### config.mk
export PLATFORM = sky130hd
export DESIGN_NAME = cc_clk_ctrl
export DESIGN_NICKNAME = d
export VERILOG_FILES = /design/src/core/cc_pkg.sv /design/src/core/cc_clk_ctrl.sv /design/src/core/cc_sync.sv /design/src/core/cc_div.sv
export SDC_FILE = /design/constraint.sdc
export NUM_CORES = 1
export LEC_CHECK = 0
export BUFFER_PORTS_ARGS = -buffer_cell sky130_fd_sc_hd__buf_2
export CAP_MARGIN = 20
export CORE_MARGIN = 1.5
export CORE_UTILIZATION = 49
export CTS_CLUSTER_SIZE = 30
export DETAILED_ROUTE_END_ITERATION = 10
export GPL_TIMING_DRIVEN = 0
export HOLD_SLACK_MARGIN = 0.05
export PLACE_DENSITY = 0.77
export SLEW_MARGIN = 20
export SYNTH_ARGS = -nofsm -noshare
export SYNTH_HDL_FRONTEND = slang
export SYNTH_HIERARCHICAL = 1
export SYNTH_SLANG_ARGS = --single-unit
### constraint.sdc
create_clock -name CLK -period 2.45 [get_ports CLK]
set_input_delay 0.49 -clock CLK [delete_from_list [all_inputs] [get_ports CLK]]
set_output_delay 0.49 -clock CLK [all_outputs]
set_load 0.01 [all_outputs]
### src/core/cc_pkg.sv
/*
  Shared constants, types and helpers for the system clock controller.
  Assumes a single 25 MHz control clock; source clocks are handled as gates.
*/
package cc_pkg;

  // Control clock rate and the dead time between two source gates
  localparam int          CC_CLK_MHZ  = 25;
  localparam int          CC_GAP_NS   = 80;
  localparam logic [3:0]  CC_GAP_CYC  = 4'((CC_GAP_NS * CC_CLK_MHZ + 999) / 1000);

  // System clock source codes as shown on the status port
  localparam logic [1:0]  CC_SRC_RC   = 2'h0;
  localparam logic [1:0]  CC_SRC_EXT  = 2'h1;
  localparam logic [1:0]  CC_SRC_PLL  = 2'h2;

  // One-hot gate positions
  localparam int          CC_GATE_W   = 3;
  localparam logic [2:0]  CC_GATE_OFF = 3'h0;

  // Divider widths
  localparam int          CC_DIV_W    = 3;
  localparam int          CC_CNT_W    = 8;

  // Reset value of the divider codes
  localparam logic [2:0]  CC_DIV_RST  = 3'h0;

  // Pin synchroniser lanes
  localparam int          CC_PIN_W    = 5;
  localparam int          CC_PIN_RC   = 0;
  localparam int          CC_PIN_EXT  = 1;
  localparam int          CC_PIN_LOCK = 2;
  localparam int          CC_PIN_FAIL = 3;
  localparam int          CC_PIN_WAKE = 4;

  typedef enum logic [1:0] {
    CC_LP_RUN,
    CC_LP_SLEEP,
    CC_LP_STOP,
    CC_LP_STANDBY
  } cc_lp_e;

  typedef enum logic {
    CC_SW_RUN,
    CC_SW_GAP
  } cc_sw_e;

  typedef struct packed {
    logic       ref_ext;
    logic [8:0] mul;
    logic [5:0] div;
  } cc_pll_cfg_s;

  typedef struct packed {
    logic [8:0] mul;
    logic [2:0] div;
  } cc_apll_cfg_s;

  localparam cc_pll_cfg_s  CC_PLL_RST  = '0;
  localparam cc_apll_cfg_s CC_APLL_RST = '0;

  // One-hot gate for a source code
  function automatic logic [2:0] cc_gate(input logic [1:0] src);
    logic [2:0] g;
    g = CC_GATE_OFF;
    case (src)
      CC_SRC_RC:  g = 3'h1;
      CC_SRC_EXT: g = 3'h2;
      CC_SRC_PLL: g = 3'h4;
      default:    g = CC_GATE_OFF;
    endcase
    return g;
  endfunction

  // Terminal count of a divide-by-2^code divider
  function automatic logic [7:0] cc_div_limit(input logic [2:0] code);
    return 8'((9'h1 << code) - 9'h1);
  endfunction

endpackage

### src/core/cc_clk_ctrl.sv
/*
  System clock controller: source select with glitch-free switching,
  external oscillator failure fallback, PLL configuration, bus tick
  dividers and low-power clock gating.
  Assumes pins are asynchronous and control ports come from CLK logic.
*/
`timescale 1ns/100ps
module cc_clk_ctrl
  import cc_pkg::*;
(
  input  wire logic                 CLK,
  input  wire logic                 RST,
  input  wire logic [1:0]           SRC_REQ,
  input  wire logic                 EXT_OSC_EN_REQ,
  input  wire logic                 MAIN_PLL_EN_REQ,
  input  wire cc_pkg::cc_pll_cfg_s  MAIN_PLL_CFG,
  input  wire logic                 AUDIO_PLL_EN_REQ,
  input  wire cc_pkg::cc_apll_cfg_s AUDIO_PLL_CFG,
  input  wire logic                 RC_RDY,
  input  wire logic                 EXT_RDY,
  input  wire logic                 PLL_LOCK,
  input  wire logic                 EXT_FAIL,
  input  wire logic                 FAIL_IRQ_EN,
  input  wire logic                 FAIL_IRQ_CLR,
  input  wire logic [2:0]           AHB_DIV,
  input  wire logic [2:0]           APB1_DIV,
  input  wire logic [2:0]           APB2_DIV,
  input  wire logic                 LP_ENTER,
  input  wire cc_pkg::cc_lp_e       LP_MODE,
  input  wire logic                 WAKE,
  output logic                      RC_OSC_EN,
  output logic                      EXT_OSC_EN,
  output logic                      MAIN_PLL_EN,
  output cc_pkg::cc_pll_cfg_s       MAIN_PLL_CFG_O,
  output logic                      AUDIO_PLL_EN,
  output cc_pkg::cc_apll_cfg_s      AUDIO_PLL_CFG_O,
  output logic [2:0]                SRC_GATE,
  output logic [1:0]                SRC_STAT,
  output logic                      SW_BUSY,
  output logic                      FAIL_FLAG,
  output logic                      FAIL_IRQ,
  output logic                      CORE_CLK_EN,
  output logic                      PERIPH_CLK_EN,
  output logic                      CORE_DOMAIN_EN,
  output logic                      RTC_DOMAIN_EN,
  output cc_pkg::cc_lp_e            LP_STAT,
  output logic                      AHB_TICK,
  output logic                      APB1_TICK,
  output logic                      APB2_TICK
);

  import cc_pkg::*;

  logic [CC_PIN_W-1:0] pin_s;
  logic                rc_s;
  logic                ext_s;
  logic                lock_s;
  logic                fail_s;
  logic                wake_s;
  logic                fail_q_reg;
  logic                wake_q_reg;
  logic                fail_rise;
  logic                wake_rise;
  cc_sw_e              sw_reg;
  logic [3:0]          gap_reg;
  logic [1:0]          tgt_reg;
  logic [1:0]          cur_reg;
  logic [2:0]          gate_reg;
  logic                wake_pend_reg;
  logic                sw_go;
  logic [1:0]          sw_tgt;
  logic                fail_dep;
  logic                req_ok;
  logic                flag_next;
  cc_lp_e              lp_reg;
  logic                deep;

  // Pin levels pass two flops before use
  cc_sync #(
    .W (CC_PIN_W)
  ) u_sync (
    .clk (CLK),
    .rst (RST),
    .d   ({WAKE, EXT_FAIL, PLL_LOCK, EXT_RDY, RC_RDY}),
    .q   (pin_s)
  );

  assign rc_s   = pin_s[CC_PIN_RC];
  assign ext_s  = pin_s[CC_PIN_EXT];
  assign lock_s = pin_s[CC_PIN_LOCK];
  assign fail_s = pin_s[CC_PIN_FAIL];
  assign wake_s = pin_s[CC_PIN_WAKE];

  // Edge detect on synchronised levels
  always_ff @(posedge CLK) begin
    if (RST) begin
      fail_q_reg <= 1'b0;
      wake_q_reg <= 1'b0;
    end else begin
      fail_q_reg <= fail_s;
      wake_q_reg <= wake_s;
    end
  end

  assign fail_rise = fail_s & ~fail_q_reg;
  assign wake_rise = wake_s & ~wake_q_reg;
  assign deep      = (lp_reg == CC_LP_STOP) || (lp_reg == CC_LP_STANDBY);

  // Current source depends on the failed oscillator
  assign fail_dep = fail_s & ((cur_reg == CC_SRC_EXT) ||
                              ((cur_reg == CC_SRC_PLL) && MAIN_PLL_CFG_O.ref_ext));

  // Requested source is usable only when running and healthy
  always_comb begin
    req_ok = 1'b0;
    case (SRC_REQ)
      CC_SRC_RC:  req_ok = rc_s;
      CC_SRC_EXT: req_ok = ext_s & ~fail_s & EXT_OSC_EN;
      CC_SRC_PLL: req_ok = lock_s & MAIN_PLL_EN & ~(fail_s & MAIN_PLL_CFG_O.ref_ext);
      default:    req_ok = 1'b0;
    endcase
  end

  // Pick the next switch: fallback and wake first, then software
  always_comb begin
    sw_go  = 1'b0;
    sw_tgt = CC_SRC_RC;
    if (!deep && sw_reg == CC_SW_RUN) begin
      if (fail_dep || wake_pend_reg) begin
        sw_go  = 1'b1;
        sw_tgt = CC_SRC_RC;
      end else if (SRC_REQ != cur_reg && req_ok) begin
        sw_go  = 1'b1;
        sw_tgt = SRC_REQ;
      end
    end
  end

  // Break-before-make switch: all gates off for the gap, then the new one
  always_ff @(posedge CLK) begin
    if (RST) begin
      sw_reg   <= CC_SW_RUN;
      gap_reg  <= 4'h0;
      tgt_reg  <= CC_SRC_RC;
      cur_reg  <= CC_SRC_RC;
      gate_reg <= cc_gate(CC_SRC_RC);
    end else if (deep) begin
      sw_reg   <= CC_SW_RUN;
      gate_reg <= CC_GATE_OFF;
    end else begin
      case (sw_reg)
        CC_SW_RUN: begin
          if (sw_go) begin
            sw_reg   <= CC_SW_GAP;
            gap_reg  <= CC_GAP_CYC;
            tgt_reg  <= sw_tgt;
            gate_reg <= CC_GATE_OFF;
          end
        end
        CC_SW_GAP: begin
          if (gap_reg <= 4'h1) begin
            sw_reg   <= CC_SW_RUN;
            cur_reg  <= tgt_reg;
            gate_reg <= cc_gate(tgt_reg);
          end else begin
            gap_reg  <= gap_reg - 4'h1;
          end
        end
        default: begin
          sw_reg   <= CC_SW_RUN;
        end
      endcase
    end
  end

  assign SRC_GATE = gate_reg;
  assign SRC_STAT = cur_reg;

  // Busy while a switch is in flight
  always_ff @(posedge CLK) begin
    if (RST) begin
      SW_BUSY <= 1'b0;
    end else begin
      SW_BUSY <= (sw_reg == CC_SW_GAP) || sw_go;
    end
  end

  // Failure flag is sticky, set wins over clear
  assign flag_next = fail_rise | (FAIL_FLAG & ~FAIL_IRQ_CLR);

  always_ff @(posedge CLK) begin
    if (RST) begin
      FAIL_FLAG <= 1'b0;
      FAIL_IRQ  <= 1'b0;
    end else begin
      FAIL_FLAG <= flag_next;
      FAIL_IRQ  <= flag_next & FAIL_IRQ_EN;
    end
  end

  // Low-power mode state; a wake edge returns to run
  always_ff @(posedge CLK) begin
    if (RST) begin
      lp_reg        <= CC_LP_RUN;
      wake_pend_reg <= 1'b0;
    end else begin
      if (lp_reg == CC_LP_RUN) begin
        if (LP_ENTER) begin
          lp_reg <= LP_MODE;
        end
      end else if (wake_rise) begin
        lp_reg <= CC_LP_RUN;
        if (deep) begin
          wake_pend_reg <= 1'b1;
        end
      end
      if (sw_go) begin
        wake_pend_reg <= 1'b0;
      end
    end
  end

  // Oscillator, PLL and domain enables follow the mode
  always_ff @(posedge CLK) begin
    if (RST) begin
      RC_OSC_EN      <= 1'b1;
      EXT_OSC_EN     <= 1'b0;
      MAIN_PLL_EN    <= 1'b0;
      AUDIO_PLL_EN   <= 1'b0;
      CORE_CLK_EN    <= 1'b1;
      PERIPH_CLK_EN  <= 1'b1;
      CORE_DOMAIN_EN <= 1'b1;
      RTC_DOMAIN_EN  <= 1'b1;
      LP_STAT        <= CC_LP_RUN;
    end else begin
      RC_OSC_EN      <= ~deep;
      EXT_OSC_EN     <= EXT_OSC_EN_REQ & ~deep;
      MAIN_PLL_EN    <= MAIN_PLL_EN_REQ & ~deep;
      AUDIO_PLL_EN   <= AUDIO_PLL_EN_REQ & ~deep;
      CORE_CLK_EN    <= (lp_reg == CC_LP_RUN);
      PERIPH_CLK_EN  <= ~deep;
      CORE_DOMAIN_EN <= ~deep;
      RTC_DOMAIN_EN  <= 1'b1;
      LP_STAT        <= lp_reg;
    end
  end

  // PLL settings load only while that PLL is not requested
  always_ff @(posedge CLK) begin
    if (RST) begin
      MAIN_PLL_CFG_O  <= CC_PLL_RST;
      AUDIO_PLL_CFG_O <= CC_APLL_RST;
    end else begin
      if (!MAIN_PLL_EN_REQ) begin
        MAIN_PLL_CFG_O  <= MAIN_PLL_CFG;
      end
      if (!AUDIO_PLL_EN_REQ) begin
        AUDIO_PLL_CFG_O <= AUDIO_PLL_CFG;
      end
    end
  end

  // Bus clock ticks: AHB from system clock, APB from AHB ticks
  cc_div u_ahb (
    .clk  (CLK),
    .rst  (RST),
    .step (1'b1),
    .code (AHB_DIV),
    .tick (AHB_TICK)
  );

  cc_div u_apb1 (
    .clk  (CLK),
    .rst  (RST),
    .step (AHB_TICK),
    .code (APB1_DIV),
    .tick (APB1_TICK)
  );

  cc_div u_apb2 (
    .clk  (CLK),
    .rst  (RST),
    .step (AHB_TICK),
    .code (APB2_DIV),
    .tick (APB2_TICK)
  );
endmodule

### src/core/cc_sync.sv
/*
  Two-flop synchroniser for a bundle of pin levels.
  Assumes the inputs are asynchronous levels, held longer than two clocks.
*/
`timescale 1ns/100ps
module cc_sync #(
  parameter int W = 1
) (
  input  wire logic         clk,
  input  wire logic         rst,
  input  wire logic [W-1:0] d,
  output logic      [W-1:0] q
);

  logic [W-1:0] meta_reg;

  // First stage feeds only the second
  always_ff @(posedge clk) begin
    if (rst) begin
      meta_reg <= '0;
      q        <= '0;
    end else begin
      meta_reg <= d;
      q        <= meta_reg;
    end
  end

endmodule

### src/core/cc_div.sv
/*
  Power-of-two tick divider: emits one tick every 2^code steps.
  Assumes step comes from logic on the same clock.
*/
`timescale 1ns/100ps
module cc_div
  import cc_pkg::*;
(
  input  wire logic                clk,
  input  wire logic                rst,
  input  wire logic                step,
  input  wire logic [CC_DIV_W-1:0] code,
  output logic                     tick
);

  logic [CC_CNT_W-1:0] cnt_reg;
  logic [CC_CNT_W-1:0] limit;

  assign limit = cc_div_limit(code);

  // Count steps, wrap at the limit even after a code change
  always_ff @(posedge clk) begin
    if (rst) begin
      cnt_reg <= '0;
      tick    <= 1'b0;
    end else if (step) begin
      tick    <= (cnt_reg >= limit);
      cnt_reg <= (cnt_reg >= limit) ? '0 : cnt_reg + 8'h1;
    end else begin
      tick    <= 1'b0;
    end
  end

endmodule

==> impl_results.md, run 1 <==
- Status: complete, no violations
- Fin crit share: 97.62%
- Initial antenna violation count: 1
- Max reg flops: 16
- Antenna-violating nets left: 0
- CP Launch Point: AHB_DIV[2]
- Worst EP required: 2.74 ns
- Final net count: between 600 and 700
- Die area: 9645 um^2
- Comb pwr share: 13.5%
- Port bufs: 99
- Max-slew headroom: about 66%
- Number of non-filler instances in the completed layout: approximately 700
- Slew Limit Fails: 0
- Die Wd: 98.21 um
- Maximum vdd drop: 0.3646 mV
- Final wirelength: 9174 um
- Post-DP HPWL: between 7000 and 8000 um
- Worst hold-check path type: input pin to flop
- Layout cell share with drive strength beyond 1: between 20 and 30%
- RSZ-0062 raised after global routing: yes
- Later-pin clock latency in the skew report: 0.35 ns
- Most frequent cells in the layout: buf_2 (100), dfxtp_1 (92), nor2_1 (52)
- Via density: 5.233
- DRT iter0 DRCs: 86
- Switching power: 785.2 uW
- Hold Violations, Final: 0
- TritonCTS clock tree: yes
- Yosys warnings: 6
- Min-delay src: EXT_OSC_EN_REQ
- Sw Ratio: about a quarter
- Global-route wire length before repair: 15260 um
- Syn Area/Cell: 9.593 um^2
- Power Dens Cells: 551.8 nW/um^2
- Reg clk slew, reported paths: 0.09 ns
- Starting density of the core: 50.69%
- Total gr overflow: 0
- Post-DP Area: 5177 um^2
- Total number of vias: 3621
- Worst setup path class: input pin to flop
- Clock sinks: 92
- Pleak: between 0.002 and 0.003 uW
- Least-Margin Pin Slew: slightly above 0.5 ns
- Reg2reg start: u_apb2/cnt_reg[2]
- I/O pin total: 103
- H-tree levels: 3
- Clk pwr share: between 30% and 40%
- Post-Syn Instances: between 400 and 500
- # Max-Cap Violations: 0
- Max Fclk: around 0.42 GHz
- Worst path arrival time: 2.68 ns
- Area Overhead vs Synth: 22.62%
- GPL Wtd Cong: 0.8328
- Root Driver: clkbuf_8
- Multi-input logic area: 2532 um^2
- Asr flop ratio synth: 0%
- Crit path capture type: flop
- Vias in the first global route: 3412
- DRC Markers: 0
- Vert. Die Dim: 98.21 um
- Internal power: 2220 uW
- Cell Area, Synth: 4442 um^2
- Largest net degree at the start of global routing: 17
- CTS Hold Buffers Added: 0
- CP max FO: 9
- WL/cell: 13.26 um
- Top reg by flops: MAIN_PLL_CFG_O
- DRT Pass-1 Iters: 4
- EDFF count, synth: 0
- Top Registers: MAIN_PLL_CFG_O: 16 flops, AUDIO_PLL_CFG_O: 12 flops
- Row count: 34
- Total GRT Usage: a little under a fifth
- Main flop type after synthesis: dfxtp_1
- Clock skew: 0.008980 ns
- Core area: 8763 um^2
- Startpoint class of the critical path: input pin
- Final setup violation count: 0
- Clock Tree Buf Depth: 2
- TritonCTS Buffers: 9
- # fillers: 761
- Cells after DPL: 671
- Post-Layout Inst Area: 5446 um^2
- Commonest non-fill, non-tap cell in the layout: buf_2
- Flop pwr share: 52.9%
- Post-synthesis cell type count: 52
- Register area: ~1800 um^2
- Post-synthesis sequential area ratio: 41.46%
- Synth Register Bits: 92
- Final worst path period need: 2.392 ns
-- logic make-up (layout without fill, tap and decap cells) --
kind of cell,Yosys count,count (layout),synth area share [%]
other,4,6,0.3379
buffers and inverters,36,155,4.084
AO/OA/AOI/OAI,60,60,11.24
XOR/XNOR,29,29,5.718
multiplexers,34,34,7.662
AND/OR/NAND/NOR,176,176,20.48
flip-flops,92,92,41.46
adder cells (fa/ha/maj),32,32,9.014
-- worst max-delay path, stage by stage --
cell	delay, ns
buf_2	0.13
or3_4	0.41
ha_4	0.17
clkbuf_8	0.14
xor2_1	0.13
nor2_1	0.11
a21oi_1	0.07
ha_1	0.29
nand3_2	0.12
o31ai_4	0.45
nor2b_1	0.17
-- metrics by stage --
step / TNS [ns] / total power, uW / setup slack, ns / hold slack, ns / util [%]
after global routing: -0.1057 / 3153 / -0.03386 / 0.3407 / 62.12
after CTS: 0 / 3032 / 0.08184 / 0.3250 / 61.34
after floorplan: -0.04653 / 1877 / -0.01551 / 0.4138 / -
final: 0 / 3006 / 0.05819 / 0.3416 / 62.15
after global placement: -5.824 / 2006 / -0.2547 / 0.4202 / 59.08
after detailed placement: -7.114 / 2026 / -0.2893 / 0.4247 / 59.08
-- timing repair --
item | CTS | global route
gates resized for setup | 0 | 9
endpoints found under the setup margin | 0 | 11
buffers inserted | 0 | 8
-- Yosys cell counts (4+ instances only) --
master     n  area share, %
o21ai_0    7           0.79
conb_1     4           0.34
inv_1     14            1.2
o211ai_1   5           0.85
nand2b_1   5           0.70
nand3_1    4           0.45
nand2_1   26            2.2
nor3_1    32            3.6
nand4_1    6           0.85
dfxtp_1   92             41
ha_1      32            9.0
xor2_1    16            3.2
a21o_1     6            1.0
and2_1     5           0.70
nor2_1    52            4.4
a21oi_1   15            1.7
mux2i_1   34            7.7
o211a_1    4           0.90
clkbuf_1  10           0.85
nor2b_1   21            3.0
or3_1      6           0.85
xnor2_1   13            2.6
-- power by group through the flow --
stage          Clock (uW)  Combinational [uW]  Sequential (uW)
6_report             1010                 405             1590
5_1_grt              1100                 452             1600
4_1_cts              1040                 402             1590
3_5_place_dp            0                 401             1630
3_3_place_gp            0                 384             1620
2_1_floorplan           0                 239             1640
-- layout make-up --
cell class	count	area share, %
antenna	1	0.04595
buffer	21	2.665
clock buffer	9	2.274
clock inverter	7	1.355
inverter	14	0.9649
multi-input combinational	336	46.50
sequential	92	33.82
tap	108	2.481
timing repair buffer	104	9.901
-- path summary, 6_finish.rpt --
check                                          to  slack [ns]  cells after the start
worst max-delay path                   u_ahb/tick        0.06                     11
worst max register to register  u_apb2/cnt_reg[2]        0.64                      6
worst min register to register        u_sync/q[2]        0.44                      1
worst min-delay path                   EXT_OSC_EN        0.34                      2
-- metal layers --
layer / vias to the layer above / routed length, um / global-route usage [%]
met5: - / 0 / 0
met1: 1698 / 3966 / 23.35
met3: 11 / 415 / 4.510
met2: 76 / 4682 / 33.37
li1: 1836 / - / -
met4: 0 / 109 / 5.634
(Power assumes the default switching activity.)
==> run 2, diff against run 1 <==
--- a/config.mk
+++ b/config.mk
@@ -17,5 +17,4 @@
 export SLEW_MARGIN = 20
 export SYNTH_ARGS = -nofsm -noshare
 export SYNTH_HDL_FRONTEND = slang
-export SYNTH_HIERARCHICAL = 1
 export SYNTH_SLANG_ARGS = --single-unit
==> run 2 against run 1 <==
  * Die area decreased by 1.4%
  * Cell count grew 3.2%
  * Clock power increased by 5%
  * Fmax fell by 0.69%
  * Sequential share of layout area shrank 0.88 points
  * Largest power group unchanged
  * Hold slack lost 0.025 ns
  * Count of clock-buffer cells in the layout stayed put
  * Largest cell class unchanged
  * Combinational power up 26%
  * Synthesized cell count up 3.2%
==> impl_results.md, run 2 <==
- Status: complete, no violations (unchanged)
- Post-synthesis cell type count: 50 (was 52)
- Power Dens Cells: 570.0 nW/um^2 (was 551.8 nW/um^2)
- Total gr overflow: 0 (unchanged)
- WHS Endpoint: FAIL_IRQ (was EXT_OSC_EN)
- I/O pin total: 103 (unchanged)
- Cells after DPL: 688 (was 671)
- Most frequent cells in the layout: buf_2 (98), dfxtp_1 (92), nor2_1 (58) (was buf_2 (100), dfxtp_1 (92), nor2_1 (52))
- Root Driver: clkbuf_8 (unchanged)
- Antenna Cells: 0 (was 1)
- Final setup violation count: 0 (unchanged)
- Yosys warnings: 0 (was 6)
- Max Fclk: 0.4152 GHz (was 0.4181 GHz)
- DRT iter0 DRCs: 224 (was 86)
- WL/cell: 14.11 um (was 13.26 um)
- Row count: 34 (unchanged)
- GPL Wtd Cong: 0.8038 (was 0.8328)
- Largest net degree at the start of global routing: 18 (was 17)
- Die area: 9513 um^2 (was 9645 um^2)
- Maximum vdd drop: 0.4620 mV (was 0.3646 mV)
- Pleak: 0.002477 uW (was 0.002532 uW)
- Final worst path period need: 2.408 ns (was 2.392 ns)
- Slew Limit Fails: 0 (unchanged)
- Min-delay src: FAIL_IRQ_EN (was EXT_OSC_EN_REQ)
- Via density: 5.336 (was 5.233)
- Commonest non-fill, non-tap cell in the layout: buf_2 (unchanged)
- Max-slew headroom: 57.09% (was 65.83%)
- Post-Syn Instances: 478 (was 463)
- Reg2reg start: u_apb1.cnt_reg[0] (was u_apb2/cnt_reg[2])
- Number of non-filler instances in the completed layout: 714 (was 692)
- Crit path capture type: flop (unchanged)
- TritonCTS clock tree: yes (unchanged)
- Antenna-violating nets left: 0 (unchanged)
- DRC Markers: 0 (unchanged)
- Die Wd: 97.54 um (was 98.21 um)
- RSZ-0062 raised after global routing: yes (unchanged)
- Global-route wire length before repair: 16210 um (was 15260 um)
- Reg2Reg Depth: 9 (was 6)
- H-tree levels: 3 (unchanged)
- Post-DP Area: 5132 um^2 (was 5177 um^2)
- Post-Layout Inst Area: 5592 um^2 (was 5446 um^2)
- # Max-Cap Violations: 0 (unchanged)
- Layout cell share with drive strength beyond 1: 29.21% (was 28.30%)
- CTS Hold Buffers Added: 0 (unchanged)
- Post-synth top area share: 42.06% (was 41.46%)
- Worst setup path class: input pin to flop (unchanged)
- Startpoint class of the critical path: input pin (unchanged)
- Port bufs: 99 (unchanged)
- DRT Pass-1 Iters: 4 (unchanged)
- Max reg flops: 16 (unchanged)
- Final net count: 687 (was 664)
- Cell taking the most area after synthesis: dfxtp_1 (unchanged)
- Core area: 8678 um^2 (was 8763 um^2)
- TritonCTS Buffers: 9 (unchanged)
- Asr flop ratio synth: 0% (unchanged)
- Initial antenna violation count: 0 (was 1)
- RR Endpoint: u_apb1.cnt_reg[4] (was u_apb2/cnt_reg[2])
- Met1 WL: 4242 um (was 3966 um)
- Area Overhead vs Synth: 27.69% (was 22.62%)
- Pwr Total: 3187 uW (was 3006 uW)
- Top Registers: MAIN_PLL_CFG_O: 16 flops, AUDIO_PLL_CFG_O: 12 flops (unchanged)
- Fin crit share: 98.30% (was 97.62%)
- Post-DP HPWL: 7340 um (was 7123 um)
- Hold Crit Depth: 2 (unchanged)
- Later-pin clock latency in the skew report: 0.36 ns (was 0.35 ns)
- Syn Area/Cell: 9.162 um^2 (was 9.593 um^2)
- Detail Route met3 WL: 598 um (was 415 um)
- Synth Register Bits: 92 (unchanged)
- CP max FO: 6 (was 9)
- Count leader, synth: dfxtp_1 (unchanged)
- Wire length on met2: 5025 um (was 4682 um)
- Reg clk slew, reported paths: 0.10 ns (was 0.09 ns)
- Main flop type after synthesis: dfxtp_1 (unchanged)
- Starting density of the core: 50.46% (was 50.69%)
- Final wirelength: 10070 um (was 9174 um)
- Hold Violations, Final: 0 (unchanged)
- Top post-synthesis cells by count: dfxtp_1 (92), nor2_1 (60), ha_1 (32) (was dfxtp_1 (92), nor2_1 (52), mux2i_1 (34))
- Worst EP required: 2.73 ns (was 2.74 ns)
- Clock Tree Buf Depth: 2 (unchanged)
- Worst path arrival time: 2.69 ns (was 2.68 ns)
- Post-synthesis sequential area ratio: 42.06% (was 41.46%)
- Least-Margin Pin Slew: 0.6436 ns (was 0.5126 ns)
- Clock sinks: 92 (unchanged)
- Highest metal used: met4 (unchanged)
- Cell Area, Synth: 4379 um^2 (was 4442 um^2)
- Worst hold-check path type: input pin to flop (unchanged)
- Total GRT Usage: 20.59% (was 19.08%)
- Top reg by flops: MAIN_PLL_CFG_O (unchanged)
- Vias in the first global route: 3657 (was 3412)
- EDFF count, synth: 0 (unchanged)
- Clock skew: 0.008706 ns (was 0.008980 ns)
- Reg2Reg Setup Slack: 0.39 ns (was 0.64 ns)
- Vert. Die Dim: 97.54 um (was 98.21 um)
- Total number of vias: 3810 (was 3621)
- Main area contributors after synthesis: dfxtp_1 (42%), ha_1 (9.1%), mux2i_1 (6.9%) (was dfxtp_1 (41%), ha_1 (9.0%), mux2i_1 (7.7%))
-- run 2: cell types whose count changed after synthesis, moves of 4 or more --
| cell | before | now |
|---|---|---|
| nand2b_1 | 5 | 21 |
| nor2_1 | 52 | 60 |
| a31oi_1 | 1 | 8 |
| a21oi_1 | 15 | 21 |
| xnor2_1 | 13 | 7 |
| nand3_1 | 4 | 30 |
| mux2i_1 | 34 | 30 |
| nand2_1 | 26 | 21 |
| clkbuf_1 | 10 | 15 |
| nor3_1 | 32 | 21 |
| nand4_1 | 6 | 1 |
-- run 2: layout make-up --
type,instances,area (um^2)
flip-flops and latches,92,1842
fillers,744,3087
clock inverters,7,83.83
clock buffers,9,123.9
repair buffers,109,621.8
inverters,12,45.04
plain buffers,22,106.4
well taps,108,135.1
multi-input cells,355,2634
-- run 2: worst max-delay path: stages --
cell and delay [ns]:
buf_8 0.10, or3_4 0.40, ha_4 0.20, xor2_1 0.16, nor2_1 0.14, a21oi_1 0.06
ha_1 0.31, nand2_2 0.12, o21ai_2 0.08, a31oi_4 0.17, buf_12 0.13, buf_12 0.09
nand3_1 0.07, a31oi_1 0.17
-- run 2: how the worst max path moves through the flow --
stage               cells past startpoint  slack [ns]         from                 to
floorplan                              12       -0.04   AHB_DIV[2]         u_ahb.tick
detailed placement                     13       -0.40  APB1_DIV[1]  u_apb1.cnt_reg[4]
global route                           14       -0.05  APB1_DIV[2]  u_apb1.cnt_reg[2]
finish                                 14        0.04  APB1_DIV[2]  u_apb1.cnt_reg[4]
CTS                                    13       0.007   AHB_DIV[2]         u_ahb.tick
global placement                       13       -0.31  APB1_DIV[1]  u_apb1.cnt_reg[2]
-- run 2: metrics by stage --
stage                     hold WS, ns  TNS [ns]  setup WS [ns]  util (%)
after floorplan                0.4138  -0.04465       -0.03553         -
after global placement         0.4161    -6.721        -0.3076     59.14
after detailed placement       0.4292    -9.034        -0.4030     59.14
after CTS                      0.3062         0       0.007280     61.76
after global routing           0.3153   -0.2754       -0.04698     64.43
final                          0.3168         0        0.04163     64.43
-- run 2: routing by layer --
layer,vias to the layer above,track usage (%)
li1,1913,-
met1,1779,23.87
met2,97,36.16
met3,21,4.676
met4,0,9.011
met5,-,0
-- run 2: timing repair --
action                                  in CTS  in global routing
pin swaps                                    0                 22
endpoints found under the setup margin       1                 25
gates resized for setup                      0                 36
cloned                                       0                  2
setup buffers                                1                  9
-- run 2: kinds of logic after synthesis --
kind of cell	Yosys count	share of synthesized area [%]
multiplexers	30	6.857
other	1	0.08563
XOR/XNOR	20	4.000
AO/OA/AOI/OAI	64	10.80
adder cells (fa/ha/maj)	32	9.143
AND/OR/NAND/NOR	203	23.66
buffers and inverters	36	3.400
flip-flops	92	42.06
-- run 2: report_power, final --
group,total [uW],switching (uW),internal [uW]
Sequential,1620,55.9,1570
Clock,1060,564,491
Combinational,509,277,232
==> run 3, diff against run 2 <==
==> constraint.sdc (replaced) <==
create_clock -name CLK -period 2.45 [get_ports CLK]
set_input_delay 0.245 -clock CLK [delete_from_list [all_inputs] [get_ports CLK]]
set_output_delay 0.245 -clock CLK [all_outputs]
set_load 0.01 [all_outputs]
==> run 3 against run 2 <==
  * Sequential share of layout area increased by 1.7 points
  * Register-to-register slack got worse by 0.07 ns
  * Flip-flop and latch count unchanged
  * Setup slack improved by 0.056 ns
  * Utilization decreased by 3.1 points
  * Power decreased by 3.2%
  * Largest power group unchanged
==> impl_results.md, run 3 (synthesis gave the netlist of run 2 again) <==
- Final net count: 682 (was 687)
- I/O pin total: 103 (unchanged)
- Max Fclk: 0.4251 GHz (was 0.4152 GHz)
- Hold Crit Depth: 2 (unchanged)
- Status: complete, no violations (unchanged)
- WL/cell: 14.04 um (was 14.11 um)
- Die Wd: 97.54 um (unchanged)
- Antenna-violating nets left: 0 (unchanged)
- Total GRT Usage: 21.06% (was 20.59%)
- Least-Margin Pin Slew: 0.6253 ns (was 0.6436 ns)
- TritonCTS clock tree: yes (unchanged)
- Post-Layout Inst Area: 5320 um^2 (was 5592 um^2)
- DRC Markers: 0 (unchanged)
- Min-delay src: EXT_OSC_EN_REQ (was FAIL_IRQ_EN)
- Starting density of the core: 50.46% (unchanged)
- Clock sinks: 92 (unchanged)
- Worst EP required: 2.76 ns (was 2.73 ns)
- DRT iter0 DRCs: 164 (was 224)
- Fin crit share: 96.03% (was 98.30%)
- Power Dens Cells: 579.9 nW/um^2 (was 570.0 nW/um^2)
- Initial antenna violation count: 0 (unchanged)
- CP max-delay cell: or3_1 (was or3_4)
- Row count: 34 (unchanged)
- Final setup margin: 0.09734 ns (was 0.04163 ns)
- Vias in the first global route: 3639 (was 3657)
- Crit path capture type: flop (unchanged)
- Most frequent cells in the layout: buf_2 (101), dfxtp_1 (92), nor2_1 (58) (was buf_2 (98), dfxtp_1 (92), nor2_1 (58))
- Top reg by flops: MAIN_PLL_CFG_O (unchanged)
- Maximum vdd drop: 0.4076 mV (was 0.4620 mV)
- Die area: 9513 um^2 (unchanged)
- Commonest non-fill, non-tap cell in the layout: buf_2 (unchanged)
- CP Launch Point: APB1_DIV[1] (was APB1_DIV[2])
- Worst hold-check path type: input pin to flop (unchanged)
- TritonCTS Buffers: 9 (unchanged)
- Max incr delay on CP: 0.40 ns (about the same)
- Total gr overflow: 0 (unchanged)
- Reg clk slew, reported paths: 0.10 ns (about the same)
- Reg2Reg Depth: 8 (was 9)
- Slew Limit Fails: 0 (unchanged)
- Post-DP HPWL: 7344 um (was 7340 um)
- Pre-CTS WS: -0.4661 ns (was -0.4030 ns)
- Post-DP Area: 5021 um^2 (was 5132 um^2)
- Final wirelength: 9951 um (was 10070 um)
- Critical path, cell by cell: buf_2 > or3_1 > ha_1 > clkbuf_1 > xor2_1 > nor2_1 > a21oi_1 > ha_1 > a21oi_1 > o21ai_2 > a31oi_4 > buf_4 > nand3_1 > a21oi_1 (was buf_8 > or3_4 > ha_4 > xor2_1 > nor2_1 > a21oi_1 > ha_1 > nand2_2 > o21ai_2 > a31oi_4 > buf_12 > buf_12 > nand3_1 > a31oi_1)
- GPL Wtd Cong: 0.8543 (was 0.8038)
- Pleak: 0.002380 uW (was 0.002477 uW)
- Cell mode on critical path: a21oi_1 (was buf_12)
- # fillers: 750 (was 744)
- Top Registers: MAIN_PLL_CFG_O: 16 flops, AUDIO_PLL_CFG_O: 12 flops (unchanged)
- Via density: 5.324 (was 5.336)
- Clock Tree Buf Depth: 2 (unchanged)
- Startpoint class of the critical path: input pin (unchanged)
- Worst setup path class: input pin to flop (unchanged)
- Final setup violation count: 0 (unchanged)
- H-tree levels: 3 (unchanged)
- Number of non-filler instances in the completed layout: 709 (was 714)
- DRT Pass-1 Iters: 5 (was 4)
- Cells after DPL: 688 (unchanged)
- Max-slew headroom: 58.31% (was 57.09%)
- Antenna Cells: 0 (unchanged)
- Port bufs: 99 (unchanged)
- Worst path arrival time: 2.66 ns (was 2.69 ns)
- Final worst path period need: 2.353 ns (was 2.408 ns)
- CP max FO: 6 (unchanged)
- Hold Violations, Final: 0 (unchanged)
- Largest net degree at the start of global routing: 18 (unchanged)
- Pwr Total: 3085 uW (was 3187 uW)
- RSZ-0062 raised after global routing: yes (unchanged)
- Setup TNS: 0 ns (unchanged)
- Global-route wire length before repair: 16370 um (was 16210 um)
- Reg2reg start: u_apb1.cnt_reg[0] (unchanged)
- Total number of vias: 3775 (was 3810)
- Later-pin clock latency in the skew report: 0.38 ns (was 0.36 ns)
- Layout cell share with drive strength beyond 1: 24.13% (was 29.21%)
- Vert. Die Dim: 97.54 um (unchanged)
- # Max-Cap Violations: 0 (unchanged)
- Clock skew: 0.01163 ns (was 0.008706 ns)
- Core area: 8678 um^2 (unchanged)
- Max reg flops: 16 (unchanged)
- Root Driver: clkbuf_8 (unchanged)
- Area Overhead vs Synth: 21.49% (was 27.69%)
-- run 3: cell types whose count changed in the layout (fill, tap and decap cells not counted), sizes merged --
cell | previous run | this run
buf | 118 | 110
clkinvlp | 0 | 1
bufinv | 1 | 0
o31ai | 3 | 2
a31oi | 11 | 12
dlygate4sd3 | 0 | 1
clkbuf | 22 | 25
clkinv | 3 | 2
-- run 3: area by class of cell --
type / count / area, um^2 / area share [%]
buffer: 24 / 103.9 / 1.952
clock buffer: 10 / 137.6 / 2.587
clock inverter: 6 / 56.30 / 1.058
inverter: 12 / 45.04 / 0.8467
multi-input combinational: 355 / 2480 / 46.61
sequential: 92 / 1842 / 34.62
tap: 108 / 135.1 / 2.540
timing repair buffer: 102 / 520.5 / 9.784
-- run 3: routing by layer --
metal / vias to the layer above / global-route usage, % / wire, um
li1: 1895 / - / -
met1: 1737 / 25.06 / 4203
met2: 128 / 36.27 / 4892
met3: 15 / 4.892 / 642
met4: 0 / 9.011 / 213
met5: - / 0 / 0
-- run 3: critical path, delay by kind of cell --
family	cells	cell delay [ns]
AND/OR/NAND/NOR	3	0.56
adder cells (fa/ha/maj)	2	0.39
buffers and inverters	3	0.45
AO/OA/AOI/OAI	5	0.86
XOR/XNOR	1	0.17
-- run 3: timing repair --
action | in CTS | in global routing
hold buffers | 1 | 0
cloned | 0 | 2
pin swaps | 0 | 1
endpoints found under the hold margin | 1 | 0
resized for setup | 1 | 13
endpoints found under the setup margin | 9 | 25
setup buffers | 0 | 2
-- run 3: per-stage QoR --
stage / hold WS [ns] / util (%)
6_report: 0.06694 / 61.30
5_1_grt: 0.05666 / 61.30
4_1_cts: 0.05628 / 60.31
3_5_place_dp: 0.4212 / 57.86
3_3_place_gp: 0.4199 / 57.86
2_1_floorplan: 0.3667 / -
-- run 3: final timing paths --
path,endpoint,slack [ns]
max,u_apb1.cnt_reg[0],0.1
min reg2reg,u_sync.q[4],0.45
max reg2reg,u_apb1.cnt_reg[0],0.32
min,EXT_OSC_EN,0.07
-- run 3: power breakdown --
group          total [uW]  leakage, uW  switching [uW]  internal [uW]
registers            1620     0.000753            55.4           1570
logic                 464      0.00153             261            204
clock network         998    0.0000969             581            418
total                3080      0.00238             897           2190
